<file path="src/include/sysctl_defines.vh">
`ifndef SYSCTL_DEFINES_VH
`define SYSCTL_DEFINES_VH
`define REG_CONFIG 5'h03
`define REG_FAULT 5'h08
`define REG_STATUS 5'h0c
`define REG_CAUSE 5'h0d
`define REG_EPC 5'h0e
`define REG_PROCESSOR_IDENT 5'h0f
`define OP_MTC 3'h0
`define OP_MFC 3'h1
`define OP_DMTC 3'h2
`define OP_DMFC 3'h3
`define OP_RFE 3'h4
`define OP_ERET 3'h5
`define OP_WAIT 3'h6
`define OP_LDC 3'h7
`define ST_IE 0
`define ST_EXL 1
`define ST_ERL 2
`define ST_KSU 4
`define ST_KUC 1
`define CAUSE_CODE 2
`define EXC_RESET 5'h1f
`define COP_ZERO 2'h0
`define DW 64
`define DW_MSB 63
`define WORD_W 32
`define WORD_MSB 31
`define PROCESSOR_IDENT_PAD 48
`define ST_CUR_HI 3
`define ST_POP_HI 5
`define ST_POP_LO 2
`define ST_MODE_HI 5
`define MODE_KERNEL 2'h0
`define CAUSE_HI 6
`define STATUS_RST 64'h0000_0000_0000_0004
`define CAUSE_RST 64'h0000_0000_0000_007c
`define NUM_COPROC 4
`endif

</file>
<file path="src/core/system_control_unit.v">
`timescale 1ns/1ps
`include "sysctl_defines.vh"
module system_control_unit #(
   parameter IMP_ID = 8'h5a, // arbitrary implementation code
   parameter REV_ID = 8'h01 // arbitrary revision code
) (
   input wire clk, // cpu clock
   input wire rst_n, // async reset, low
   input wire req_valid, // instruction issued
   input wire [2:0] req_op, // operation code
   input wire [1:0] req_cop, // coprocessor number
   input wire [4:0] req_reg, // control register number
   input wire [63:0] req_wdata, // general register or memory data
   input wire req_in_jr_slot, // issued in register-jump delay slot
   input wire jr_commit, // register jump retiring
   input wire exc_valid, // exception taken
   input wire exc_error, // error-class trap
   input wire [4:0] exc_code, // cause code
   input wire exc_addr_err, // address error
   input wire [63:0] exc_badaddr, // faulting address
   input wire [63:0] exc_pc, // pc of faulting insn
   input wire irq_wake, // interrupt pending
   output reg [63:0] rd_data, // move-from result
   output reg rd_valid, // result strobe
   output reg cop_unusable, // coprocessor not present
   output reg redirect, // exception return jump
   output reg [63:0] redirect_pc, // return target
   output reg squash_next, // drop following insn
   output reg standby, // low-power state
   output reg kernel_mode // privileged mode
);

   // one-hot states: running, or parked in standby until woken
   localparam S_RUN = 2'b01;
   localparam S_WAIT = 2'b10;

   // sequencer state and its next value
   reg [1:0] state_q;
   reg [1:0] state_d;

   // mapped control registers, all kept at doubleword width
   reg [63:0] config_q;
   reg [63:0] fault_q;
   reg [63:0] status_q;
   reg [63:0] cause_q;
   reg [63:0] epc_q;

   // next values of the mapped registers
   reg [63:0] config_d;
   reg [63:0] fault_d;
   reg [63:0] status_d;
   reg [63:0] cause_d;
   reg [63:0] epc_d;

   // restore seen in a jump delay slot, parked until the jump retires
   reg rfe_pend_q;
   reg rfe_pend_d;

   // combinational helpers
   reg [63:0] wval;
   reg [63:0] rmux;
   reg [63:0] rd_word;
   reg [63:0] status_pop;
   reg [63:0] status_exc;
   reg [63:0] status_ret;
   reg [63:0] cause_new;
   reg kernel_d;

   // request decode
   wire is_cp0;
   wire running;
   wire go;
   wire op_mtc;
   wire op_mfc;
   wire op_dmtc;
   wire op_dmfc;
   wire op_rfe;
   wire op_eret;
   wire op_wait;
   wire op_ldc;
   wire dbl;
   wire wr;
   wire rd;
   wire eret_now;
   wire rfe_hit;
   wire rfe_apply;
   wire wr_ok;
   wire unit_absent;

   // per-register write selects
   wire sel_config;
   wire sel_status;
   wire sel_cause;
   wire sel_epc;

   // unit zero is always present; units one to three are refused
   assign is_cp0 = req_cop == `COP_ZERO;
   assign unit_absent = req_valid && !is_cp0 && req_cop < `NUM_COPROC;

   // unit-zero requests are ignored while parked in standby; absent units are still refused and exceptions still land
   assign running = state_q == S_RUN;
   assign go = req_valid && is_cp0 && running;

   // one strobe per operation code
   assign op_mtc = go && req_op == `OP_MTC;
   assign op_mfc = go && req_op == `OP_MFC;
   assign op_dmtc = go && req_op == `OP_DMTC;
   assign op_dmfc = go && req_op == `OP_DMFC;
   assign op_rfe = go && req_op == `OP_RFE;
   assign op_eret = go && req_op == `OP_ERET;
   assign op_wait = go && req_op == `OP_WAIT;
   assign op_ldc = go && req_op == `OP_LDC;

   // word forms use the low half only; doubleword forms carry all 64 bits
   assign dbl = op_dmtc || op_dmfc;
   assign wr = op_mtc || op_dmtc || op_ldc;
   assign rd = op_mfc || op_dmfc;

   // priority: exception, then return, then restore, then plain writes
   assign eret_now = op_eret && !exc_valid;
   assign rfe_hit = (op_rfe && !req_in_jr_slot) || (rfe_pend_q && jr_commit);
   assign rfe_apply = rfe_hit && !exc_valid && !op_eret;
   assign wr_ok = wr && !exc_valid && !op_eret && !rfe_hit;

   // only the writable slots decode; 8, 15 and unmapped slots drop writes
   assign sel_config = wr_ok && req_reg == `REG_CONFIG;
   assign sel_status = wr_ok && req_reg == `REG_STATUS;
   assign sel_cause = wr_ok && req_reg == `REG_CAUSE;
   assign sel_epc = wr_ok && req_reg == `REG_EPC;

   // word writes clear the upper half rather than keep stale bits
   always @* begin
      wval = req_wdata;
      if (!dbl) begin
         wval[`DW_MSB:`WORD_W] = {`WORD_W{1'b0}};
      end
   end

   // read mux over the 32 slots, unused slots read zero
   always @* begin
      rmux = {`DW{1'b0}};
      case (req_reg)
         `REG_CONFIG: rmux = config_q;
         `REG_FAULT: rmux = fault_q;
         `REG_STATUS: rmux = status_q;
         `REG_CAUSE: rmux = cause_q;
         `REG_EPC: rmux = epc_q;
         `REG_PROCESSOR_IDENT: rmux = {{`PROCESSOR_IDENT_PAD{1'b0}}, IMP_ID, REV_ID};
         default: rmux = {`DW{1'b0}};
      endcase
   end

   // word reads sign-extend bit 31 the way a 32-bit load would
   always @* begin
      rd_word = rmux;
      if (!dbl) begin
         rd_word[`DW_MSB:`WORD_W] = {`WORD_W{rmux[`WORD_MSB]}};
      end
   end

   // restore: previous mode and enable move down into the current pair
   always @* begin
      status_pop = status_q;
      status_pop[`ST_CUR_HI:`ST_IE] = status_q[`ST_POP_HI:`ST_POP_LO];
   end

   // taking an exception raises one level flag, which forces kernel mode
   always @* begin
      status_exc = status_q;
      if (exc_error) begin
         status_exc[`ST_ERL] = 1'b1;
      end else begin
         status_exc[`ST_EXL] = 1'b1;
      end
   end

   // return drops the error level first, as it is the outer trap
   always @* begin
      status_ret = status_q;
      if (status_q[`ST_ERL]) begin
         status_ret[`ST_ERL] = 1'b0;
      end else begin
         status_ret[`ST_EXL] = 1'b0;
      end
   end

   // new cause word: only the code field is filled, the rest reads zero
   always @* begin
      cause_new = {`DW{1'b0}};
      cause_new[`CAUSE_HI:`CAUSE_CODE] = exc_code;
   end

   // standby: parked until an interrupt or an exception wakes the core
   always @* begin
      state_d = state_q;
      case (state_q)
         S_RUN: begin
            if (op_wait) begin
               state_d = S_WAIT;
            end
         end
         S_WAIT: begin
            if (irq_wake || exc_valid) begin
               state_d = S_RUN;
            end
         end
         default: state_d = S_RUN;
      endcase
   end

   // a restore in the delay slot waits for its jump so both take effect together
   always @* begin
      rfe_pend_d = rfe_pend_q;
      if (op_rfe && req_in_jr_slot) begin
         rfe_pend_d = 1'b1;
      end else if (jr_commit) begin
         rfe_pend_d = 1'b0;
      end
   end

   // configuration: software-owned, written only by the move paths and the load path
   always @* begin
      config_d = config_q;
      if (sel_config) begin
         config_d = wval;
      end
   end

   // faulting address: hardware-owned, every address error overwrites it
   always @* begin
      fault_d = fault_q;
      if (exc_valid && exc_addr_err) begin
         fault_d = exc_badaddr;
      end
   end

   // status: exception beats return beats restore beats a software write
   always @* begin
      status_d = status_q;
      if (exc_valid) begin
         status_d = status_exc;
      end else if (op_eret) begin
         status_d = status_ret;
      end else if (rfe_apply) begin
         status_d = status_pop;
      end else if (sel_status) begin
         status_d = wval;
      end
   end

   // cause: every exception taken replaces the whole word
   always @* begin
      cause_d = cause_q;
      if (exc_valid) begin
         cause_d = cause_new;
      end else if (sel_cause) begin
         cause_d = wval;
      end
   end

   // return address: the faulting pc, or a software write between traps
   always @* begin
      epc_d = epc_q;
      if (exc_valid) begin
         epc_d = exc_pc;
      end else if (sel_epc) begin
         epc_d = wval;
      end
   end

   // kernel while either level flag is up or the mode field says kernel
   always @* begin
      kernel_d = status_q[`ST_EXL] || status_q[`ST_ERL] ||
         status_q[`ST_MODE_HI:`ST_KSU] == `MODE_KERNEL;
   end

   // sequencer register; reset leaves the core running, not parked
   always @(posedge clk or negedge rst_n) begin
      if (!rst_n) begin
         state_q <= S_RUN;
         standby <= 1'b0;
      end else begin
         state_q <= state_d;
         standby <= state_d == S_WAIT;
      end
   end

   // register file; reset is taken like an error trap, the rest clears to zero
   always @(posedge clk or negedge rst_n) begin
      if (!rst_n) begin
         config_q <= {`DW{1'b0}};
         fault_q <= {`DW{1'b0}};
         status_q <= `STATUS_RST;
         cause_q <= `CAUSE_RST;
         epc_q <= {`DW{1'b0}};
         rfe_pend_q <= 1'b0;
      end else begin
         config_q <= config_d;
         fault_q <= fault_d;
         status_q <= status_d;
         cause_q <= cause_d;
         epc_q <= epc_d;
         rfe_pend_q <= rfe_pend_d;
      end
   end

   // move-from result; rd_data holds until the next read replaces it
   always @(posedge clk or negedge rst_n) begin
      if (!rst_n) begin
         rd_data <= {`DW{1'b0}};
         rd_valid <= 1'b0;
      end else begin
         rd_valid <= rd;
         if (rd) begin
            rd_data <= rd_word;
         end
      end
   end

   // refusal strobe for the absent units
   always @(posedge clk or negedge rst_n) begin
      if (!rst_n) begin
         cop_unusable <= 1'b0;
      end else begin
         cop_unusable <= unit_absent;
      end
   end

   // exception return: jump to the saved pc and drop the following slot
   always @(posedge clk or negedge rst_n) begin
      if (!rst_n) begin
         redirect <= 1'b0;
         squash_next <= 1'b0;
         redirect_pc <= {`DW{1'b0}};
      end else begin
         redirect <= eret_now;
         squash_next <= eret_now;
         if (eret_now) begin
            redirect_pc <= epc_q;
         end
      end
   end

   // privilege follows status one cycle later, so it lags a status write by two
   always @(posedge clk or negedge rst_n) begin
      if (!rst_n) begin
         kernel_mode <= 1'b1;
      end else begin
         kernel_mode <= kernel_d;
      end
   end
endmodule

</file>
<file path="config.mk">
export PLATFORM = sky130hd
export DESIGN_NAME = system_control_unit
export DESIGN_NICKNAME = d
export VERILOG_FILES = /design/src/core/system_control_unit.v
export VERILOG_INCLUDE_DIRS = /design/src /design/src/include
export SDC_FILE = /design/constraint.sdc
export NUM_CORES = 1
export LEC_CHECK = 0
export BUFFER_PORTS_ARGS = -buffer_cell sky130_fd_sc_hd__buf_2
export CORE_UTILIZATION = 40
export DETAILED_ROUTE_END_ITERATION = 6
export GPL_TIMING_DRIVEN = 1
export PLACE_DENSITY = 0.63
export SLEW_MARGIN = 20
export SYNTH_ARGS = -nofsm -noshare
export SYNTH_HDL_FRONTEND = slang
export SYNTH_SLANG_ARGS = --single-unit
</file>
<file path="constraint.sdc">
create_clock -name clk -period 2.3 [get_ports clk]
set_input_delay 0.46 -clock clk [delete_from_list [all_inputs] [get_ports clk]]
set_output_delay 0.46 -clock clk [all_outputs]
set_load 0.02 [all_outputs]
</file>
After elaboration in Yosys (flattened, before gate mapping)
Cells that the tools add are included.
{"block": "word_totals", "ff_bits": 456, "out_inout_bits": 134, "elab_cells": 108, "input_bits": 216, "memories": 0, "mem_bits_ro": 0, "latch_bits": 0, "mem_bits_rw": 0}
{"block": "op_classes", "div": 0, "shift": 0, "bitwise": 3, "n_mul": 0, "order_cmp": 0, "muxes": 19, "n_addsub": 0, "n_eq_ne": 19, "n_reduce_logical": 50}
{"op": "case mux 64 bit (6 select lines)", "n": 1}
{"op": "two-way mux 64 bit", "n": 4}
{"op": "two-way mux 32 bit", "n": 2}
{"op": "== test 5 x 4 -> 1 bit (second input constant)", "n": 5}
{"op": "logical AND 1 bit", "n": 25}
{"op": "== test 3 bit (second input constant)", "n": 4}
{"op": "logical OR 1 bit", "n": 8}
{"op": "two-way mux 4 bit", "n": 2}
{"op": "nonzero test 2 bit", "n": 4}
{"op": "== test 3 x 2 -> 1 bit (second input constant)", "n": 2}
{"op": "two-way mux 3 bit", "n": 2}
{"op": "AND reduction 3 bit", "n": 2}
{"op": "== test 5 x 2 -> 1 bit (second input constant)", "n": 1}
{"op": "zero test 1 bit", "n": 5}
{"op": "two-way mux 1 bit", "n": 5}
{"op": "== test 2 bit (second input constant)", "n": 2}
{"op": "zero test 2 bit", "n": 2}
{"op": "two-way mux 2 bit", "n": 2}
{"op": "case mux 2 bit (2 select lines)", "n": 1}
{"op": "AND reduction 4 bit", "n": 1}
{"op": "nonzero test 4 bit", "n": 1}
{"op": "== test 3 x 1 -> 1 bit (second input constant)", "n": 1}
{"op": "zero test 3 bit", "n": 1}
{"op": "inequality test 3 bit (second input constant)", "n": 1}
{"op": "5 further kinds", "n": 7}

Longest topological paths before layout
{"block": "depth", "ltp_word": 14, "depth_mapped": 12, "mapped_depth_nobuf": 7}

Worst setup path before layout
OpenSTA, ideal clock, no wires.
{"block": "synth_path", "path_type": "register to register", "from": "reg state_q[0]", "to": "reg status_q[18]", "setup_time_ns": 0.125, "synth_period_minus_slack_ns": 2.385, "path_buffers": 4, "stages_incl_launch_ff": 10, "path_slack_ns": -0.085, "t_arrival_ns": 2.261, "t_required_ns": 2.175, "cell_sequence": "dfstp_2 -> ha_1 -> nand4bb_1 -> buf_2 -> o41a_1 -> buf_2 -> nand3_1 -> buf_4 -> buf_4 -> mux2_2"}
{"block": "synth_via", "elab_chain_cells": 10, "elab_cells_between_ends": 22, "classes_between": "eq/ne: 1; bitwise: 2; reduce/logical: 19"}
{"element": "from (decl)", "line_no": "system_control_unit.v:38", "source": "reg [1:0] state_q;"}
{"element": "from (signal assigned)", "line_no": "system_control_unit.v:283", "source": "state_q <= state_d;"}
{"element": "== test 2 x 1 -> 1 bit *", "line_no": "system_control_unit.v:101", "source": "assign running = state_q == S_RUN;"}
{"element": "logical AND 1 bit *", "line_no": "system_control_unit.v:102", "source": "assign go = req_valid && is_cp0 && running;"}
{"element": "logical AND 1 bit (no source line)"}
{"element": "logical OR 1 bit (2 in a row)", "line_no": "system_control_unit.v:116", "source": "assign wr = op_mtc || op_dmtc || op_ldc;"}
{"element": "logical AND 1 bit (3 in a row)", "line_no": "system_control_unit.v:123", "source": "assign wr_ok = wr && !exc_valid && !op_eret && !rfe_hit;"}
{"element": "logical AND 1 bit (no source line)"}
{"element": "AND reduction 4 bit (no source line) *"}
{"element": "to (signal assigned)", "line_no": "system_control_unit.v:293", "source": "status_q <= `STATUS_RST;"}
{"element": "to (signal assigned)", "line_no": "system_control_unit.v:300", "source": "status_q <= status_d;"}
{"element": "to (decl)", "line_no": "system_control_unit.v:44", "source": "reg [63:0] status_q;"}
Every way passes the cells marked *; elsewhere a longest branch is shown, timed or not.
A chain may end at the register's enable or synchronous reset.

Final worst setup path
{"block": "layout_path", "from": "reg state_q[0]", "to": "reg redirect_pc[37]"}
{"block": "layout_via", "elab_chain_cells": 4}
{"element": "== test 2 x 1 -> 1 bit", "line_no": "system_control_unit.v:101"}
{"element": "logical AND 1 bit", "line_no": "system_control_unit.v:102"}
{"element": "logical AND 1 bit (no source line)"}
{"element": "logical AND 1 bit", "line_no": "system_control_unit.v:120", "source": "assign eret_now = op_eret && !exc_valid;"}
{"element": "to (signal assigned)", "line_no": "system_control_unit.v:334", "source": "redirect_pc <= {`DW{1'b0}};"}
{"element": "to (signal assigned)", "line_no": "system_control_unit.v:339", "source": "redirect_pc <= epc_q;"}
{"element": "to (decl)", "line_no": "system_control_unit.v:27", "source": "output reg [63:0] redirect_pc,"}
No other way between the ends.

==> impl_metrics.csv <==
group,metric,value,unit
run_status,outcome,"completed",
sta,skew,0.0212,ns
floorplan,io-pin-count,350,
sta,worstMarginPinSlew,0.546,ns
logic_synthesis,synth_edf_count,0,
routing,via_per_inst,5.57,
logic_synthesis,synth_cell_types,49,
clocking,cts_buffers,49,
setup_path,rr_worst_depth,8,
setup_path,path_cells,"ha_4 > buf_6 > and4bb_2 > nand2_2 > nor3_4 > buf_12 > buf_12 > mux2_2",
sta,rsz0062_at_grt,"true",
setup_path,critPathArrivalTime,2.76,ns
grt,grt_max_degree,116,
sta,setup_viol,0,
routing,avgRoutedWirePerCell,22.1,um
setup_path,end_kind,"flip-flop",
setup_path,crit_type,"reg -> reg",
place,dpl.hpwl,41300,um
sta,max_slew_margin,0.634,
logic_synthesis,synth_area_leaders,"dfrtp_1 (57%), mux2_2 (11%), a22oi_1 (5.1%)",
logic_synthesis,synthMuxAreaShare,0.118,
logic_synthesis,netlist.top_cell.by_area,"dfrtp_1",
layout,layout-drive-gt1-share,0.379,
worst_hold_path,whs_path_depth,2,
sta,hold_slack,0.0687,ns
sta,fmax,0.436,GHz
place,place.port_buffers,349,
clocking,cts_sinks,456,
logic_synthesis,synth_area,19800,um^2
floorplan,row_count,81,
setup_path,r2r_end,"redirect_pc[37]$_DFFE_PN0P_",
setup_path,worstPathMaxFanout,8,
worst_hold_path,whs_endpoint,"rfe_pend_q$_DFFE_PN0P_",
floorplan,dieArea,50400,um^2
sta,post-route-period-util,0.998,
grt,antenna_found_initial,7,
logic_synthesis,synth_cells,1735,
routing,vias,15794,
setup_path,reg2reg_slack,0.004,ns
floorplan,coreArea,48800,um^2
layout,nFillCells,4333,
logic_synthesis,avgSynthCellArea,11.4,um^2
power_and_ir_drop,ir_drop,0.549,mV
grt,grt_pass1_wl,93900,um
clocking,cts_tree,"done",
grt,grt.overflow.total,0,
place,dpl.cell_count,2732,
place,place_ws,0.0279,ns
logic_synthesis,synth_adder_area_share,0.00126,
worst_hold_path,hold_path_startpoint,"jr_commit",
logic_synthesis,synth_top_family_by_area,"compound AO/OA/AOI/OAI gates",
sta,period_minus_slack,2.30,ns
logic_synthesis,syn_nets,1953,
clocking,cts.path.max_buffers,3,
routing,drt-pass1-iter-count,7,
routing,drt_iter0_drc,1226,
sta,final-hold-violation-count,0,
logic_synthesis,yosysMostFrequentCell,"dfrtp_1",
power_and_ir_drop,total_power,21800,uW
logic_synthesis,synth_common_cells,"dfrtp_1 (448), nand2_1 (263), mux2_2 (189)",
power_and_ir_drop,leakage,0.0117,uW
clocking,htreeDepth,2,
logic_synthesis,synth_seq_area_share,0.577,
logic_synthesis,synth_xor_xnor_area_share,0,
floorplan,chipHeight,224,um
run,maxCapViolCount,0,
setup_path,crit_path_max_incr_delay,0.56,ns
layout,multi_input_area,7970,um^2
logic_synthesis,synth-async-reset-ratio,1.00,
setup_path,crit_path_top_delay_cell,"dfstp_2",
worst_hold_path,hp-class,"in -> reg",
setup_path,crit_path_start_kind,"flip-flop",
clocking,root_buffer,"clkbuf_16",
clocking,clkLatencyLatePin,0.59,ns
logic_synthesis,synth_top_area_share,0.567,
sta,drv_slew,0,
clocking,cts.clk_slew.worst_paths,0.06,ns
layout,layout.cells.non_filler,2836,
floorplan,die_w,224,um
routing,route.detailed.drc,0,
layout,layout.nets,2349,
logic_synthesis,synthSimpleGateAreaFrac,0.123,
power_and_ir_drop,power.density,856,nW/um^2
routing,routed_wl,62700,um
logic_synthesis,synth_compound_area_frac,0.147,
grt,grt_util_all_layers,0.241,
place,gp_congestion,0.833,
layout,syn2layout_area_growth,28.5,%
logic_synthesis,ys_dominant_reg_cell,"dfrtp_1",
sta,setup_slack,0.00417,ns
grt,grt_pass1_vias,16183,
floorplan,initial_core_util,0.405,
logic_synthesis,ys_seq_elements,456,
setup_path,path_common_cell,"buf_12",
routing,ant_nets,0,
setup_path,r2r_start,"state_q[0]$_DFF_PN1_",
logic_synthesis,yosysWarnings,0,
setup_path,critical_path_required,2.76,ns
layout,seqCellArea,11400,um^2
sta,finalSetupTns,0,ns
report_power, final:
group	internal [uW]	leakage [uW]	switching (uW)
Sequential	9090	0.00593	692
Clock	4780	0.000800	3320
Combinational	1600	0.00493	2290
Total	15500	0.0117	6300
routing by layer:
| layer | vias up | global-route usage | share of wire |
|---|---|---|---|
| met2 | 587 | 0.394 | 0.47 |
| met3 | 105 | 0.0410 | 0.070 |
| met5 | - | 0 | 0.0013 |
| met4 | 12 | 0.0650 | 0.022 |
| li1 | 7099 | - | - |
| met1 | 7991 | 0.332 | 0.44 |
cell families after synthesis:
family,count (synthesis)
and+or+nand+nor,497
DFF,456
AOI/OAI and AO/OA,422
muxes,209
buffers and inverters,149
adders and majority gates,2
final cells by class:
cell class / instances / area share
antenna: 3 / 0.000295
clock buffer: 70 / 0.0545
clock inverter: 19 / 0.0103
inverter: 6 / 0.000885
multi-input combinational: 1130 / 0.313
sequential: 456 / 0.449
tap: 664 / 0.0327
timing repair buffer: 488 / 0.139
state kept, by name, summed over array words and instances, names as in the netlist, 2 cells and up:
register	flops
cause_q	64
config_q	64
epc_q	64
fault_q	64
rd_data	64
redirect_pc	64
state_q	2
status_q	64
critical path: cells and delay by family, from the launching register on:
family / cells / cell delay (ns)
adder cells (fa/ha/maj): 1 / 0.16
buffers and inverters: 3 / 0.49
flip-flops: 1 / 0.56
multiplexers: 1 / 0.36
AND/OR/NAND/NOR: 3 / 0.57
worst max path at each step:
stage                          from                     endpoint  slack, ns  cells past startpoint
4_1_cts        state_q[0]$_DFF_PN1_        epc_q[40]$_DFFE_PN0P_       0.01                      8
3_3_place_gp   state_q[0]$_DFF_PN1_  redirect_pc[57]$_DFFE_PN0P_       0.01                      8
5_1_grt        state_q[0]$_DFF_PN1_  redirect_pc[37]$_DFFE_PN0P_      -0.04                      8
2_1_floorplan  state_q[0]$_DFF_PN1_        epc_q[13]$_DFFE_PN0P_      0.005                     11
6_report       state_q[0]$_DFF_PN1_  redirect_pc[37]$_DFFE_PN0P_      0.004                      8
3_5_place_dp   state_q[0]$_DFF_PN1_  redirect_pc[56]$_DFFE_PN0P_       0.03                      8
cells in the final DEF (no fill, tap or decap), types with 34 or more instances in the layout:
master     count
o21ai_0      100
buf_4         79
a22oi_1      135
dfrtp_1      448
mux2_2       169
buf_2        347
a31oi_1       34
clkbuf_16     58
nor3_1        35
nand2_1      261
nor2_1        44
nand3b_1      60
buf_12        37
through the flow:
stage | util | instance area [um^2]
after global routing | 0.521 | 25400
final | 0.521 | 25400
after CTS | 0.511 | 25000
after global placement | 0.477 | 23300
after detailed placement | 0.477 | 23300
after floorplan | - | 19800
what timing repair did:
item,4_1_cts,5_1_grt
endpoints found under the setup margin,54,344
endpoints found under the hold margin,30,0
gates cloned,0,9
gates resized for setup,3,68
hold buffers,1,0
pin swaps,1,9
setup buffers,0,2
Note: power is estimated with default switching activity, not from simulation.
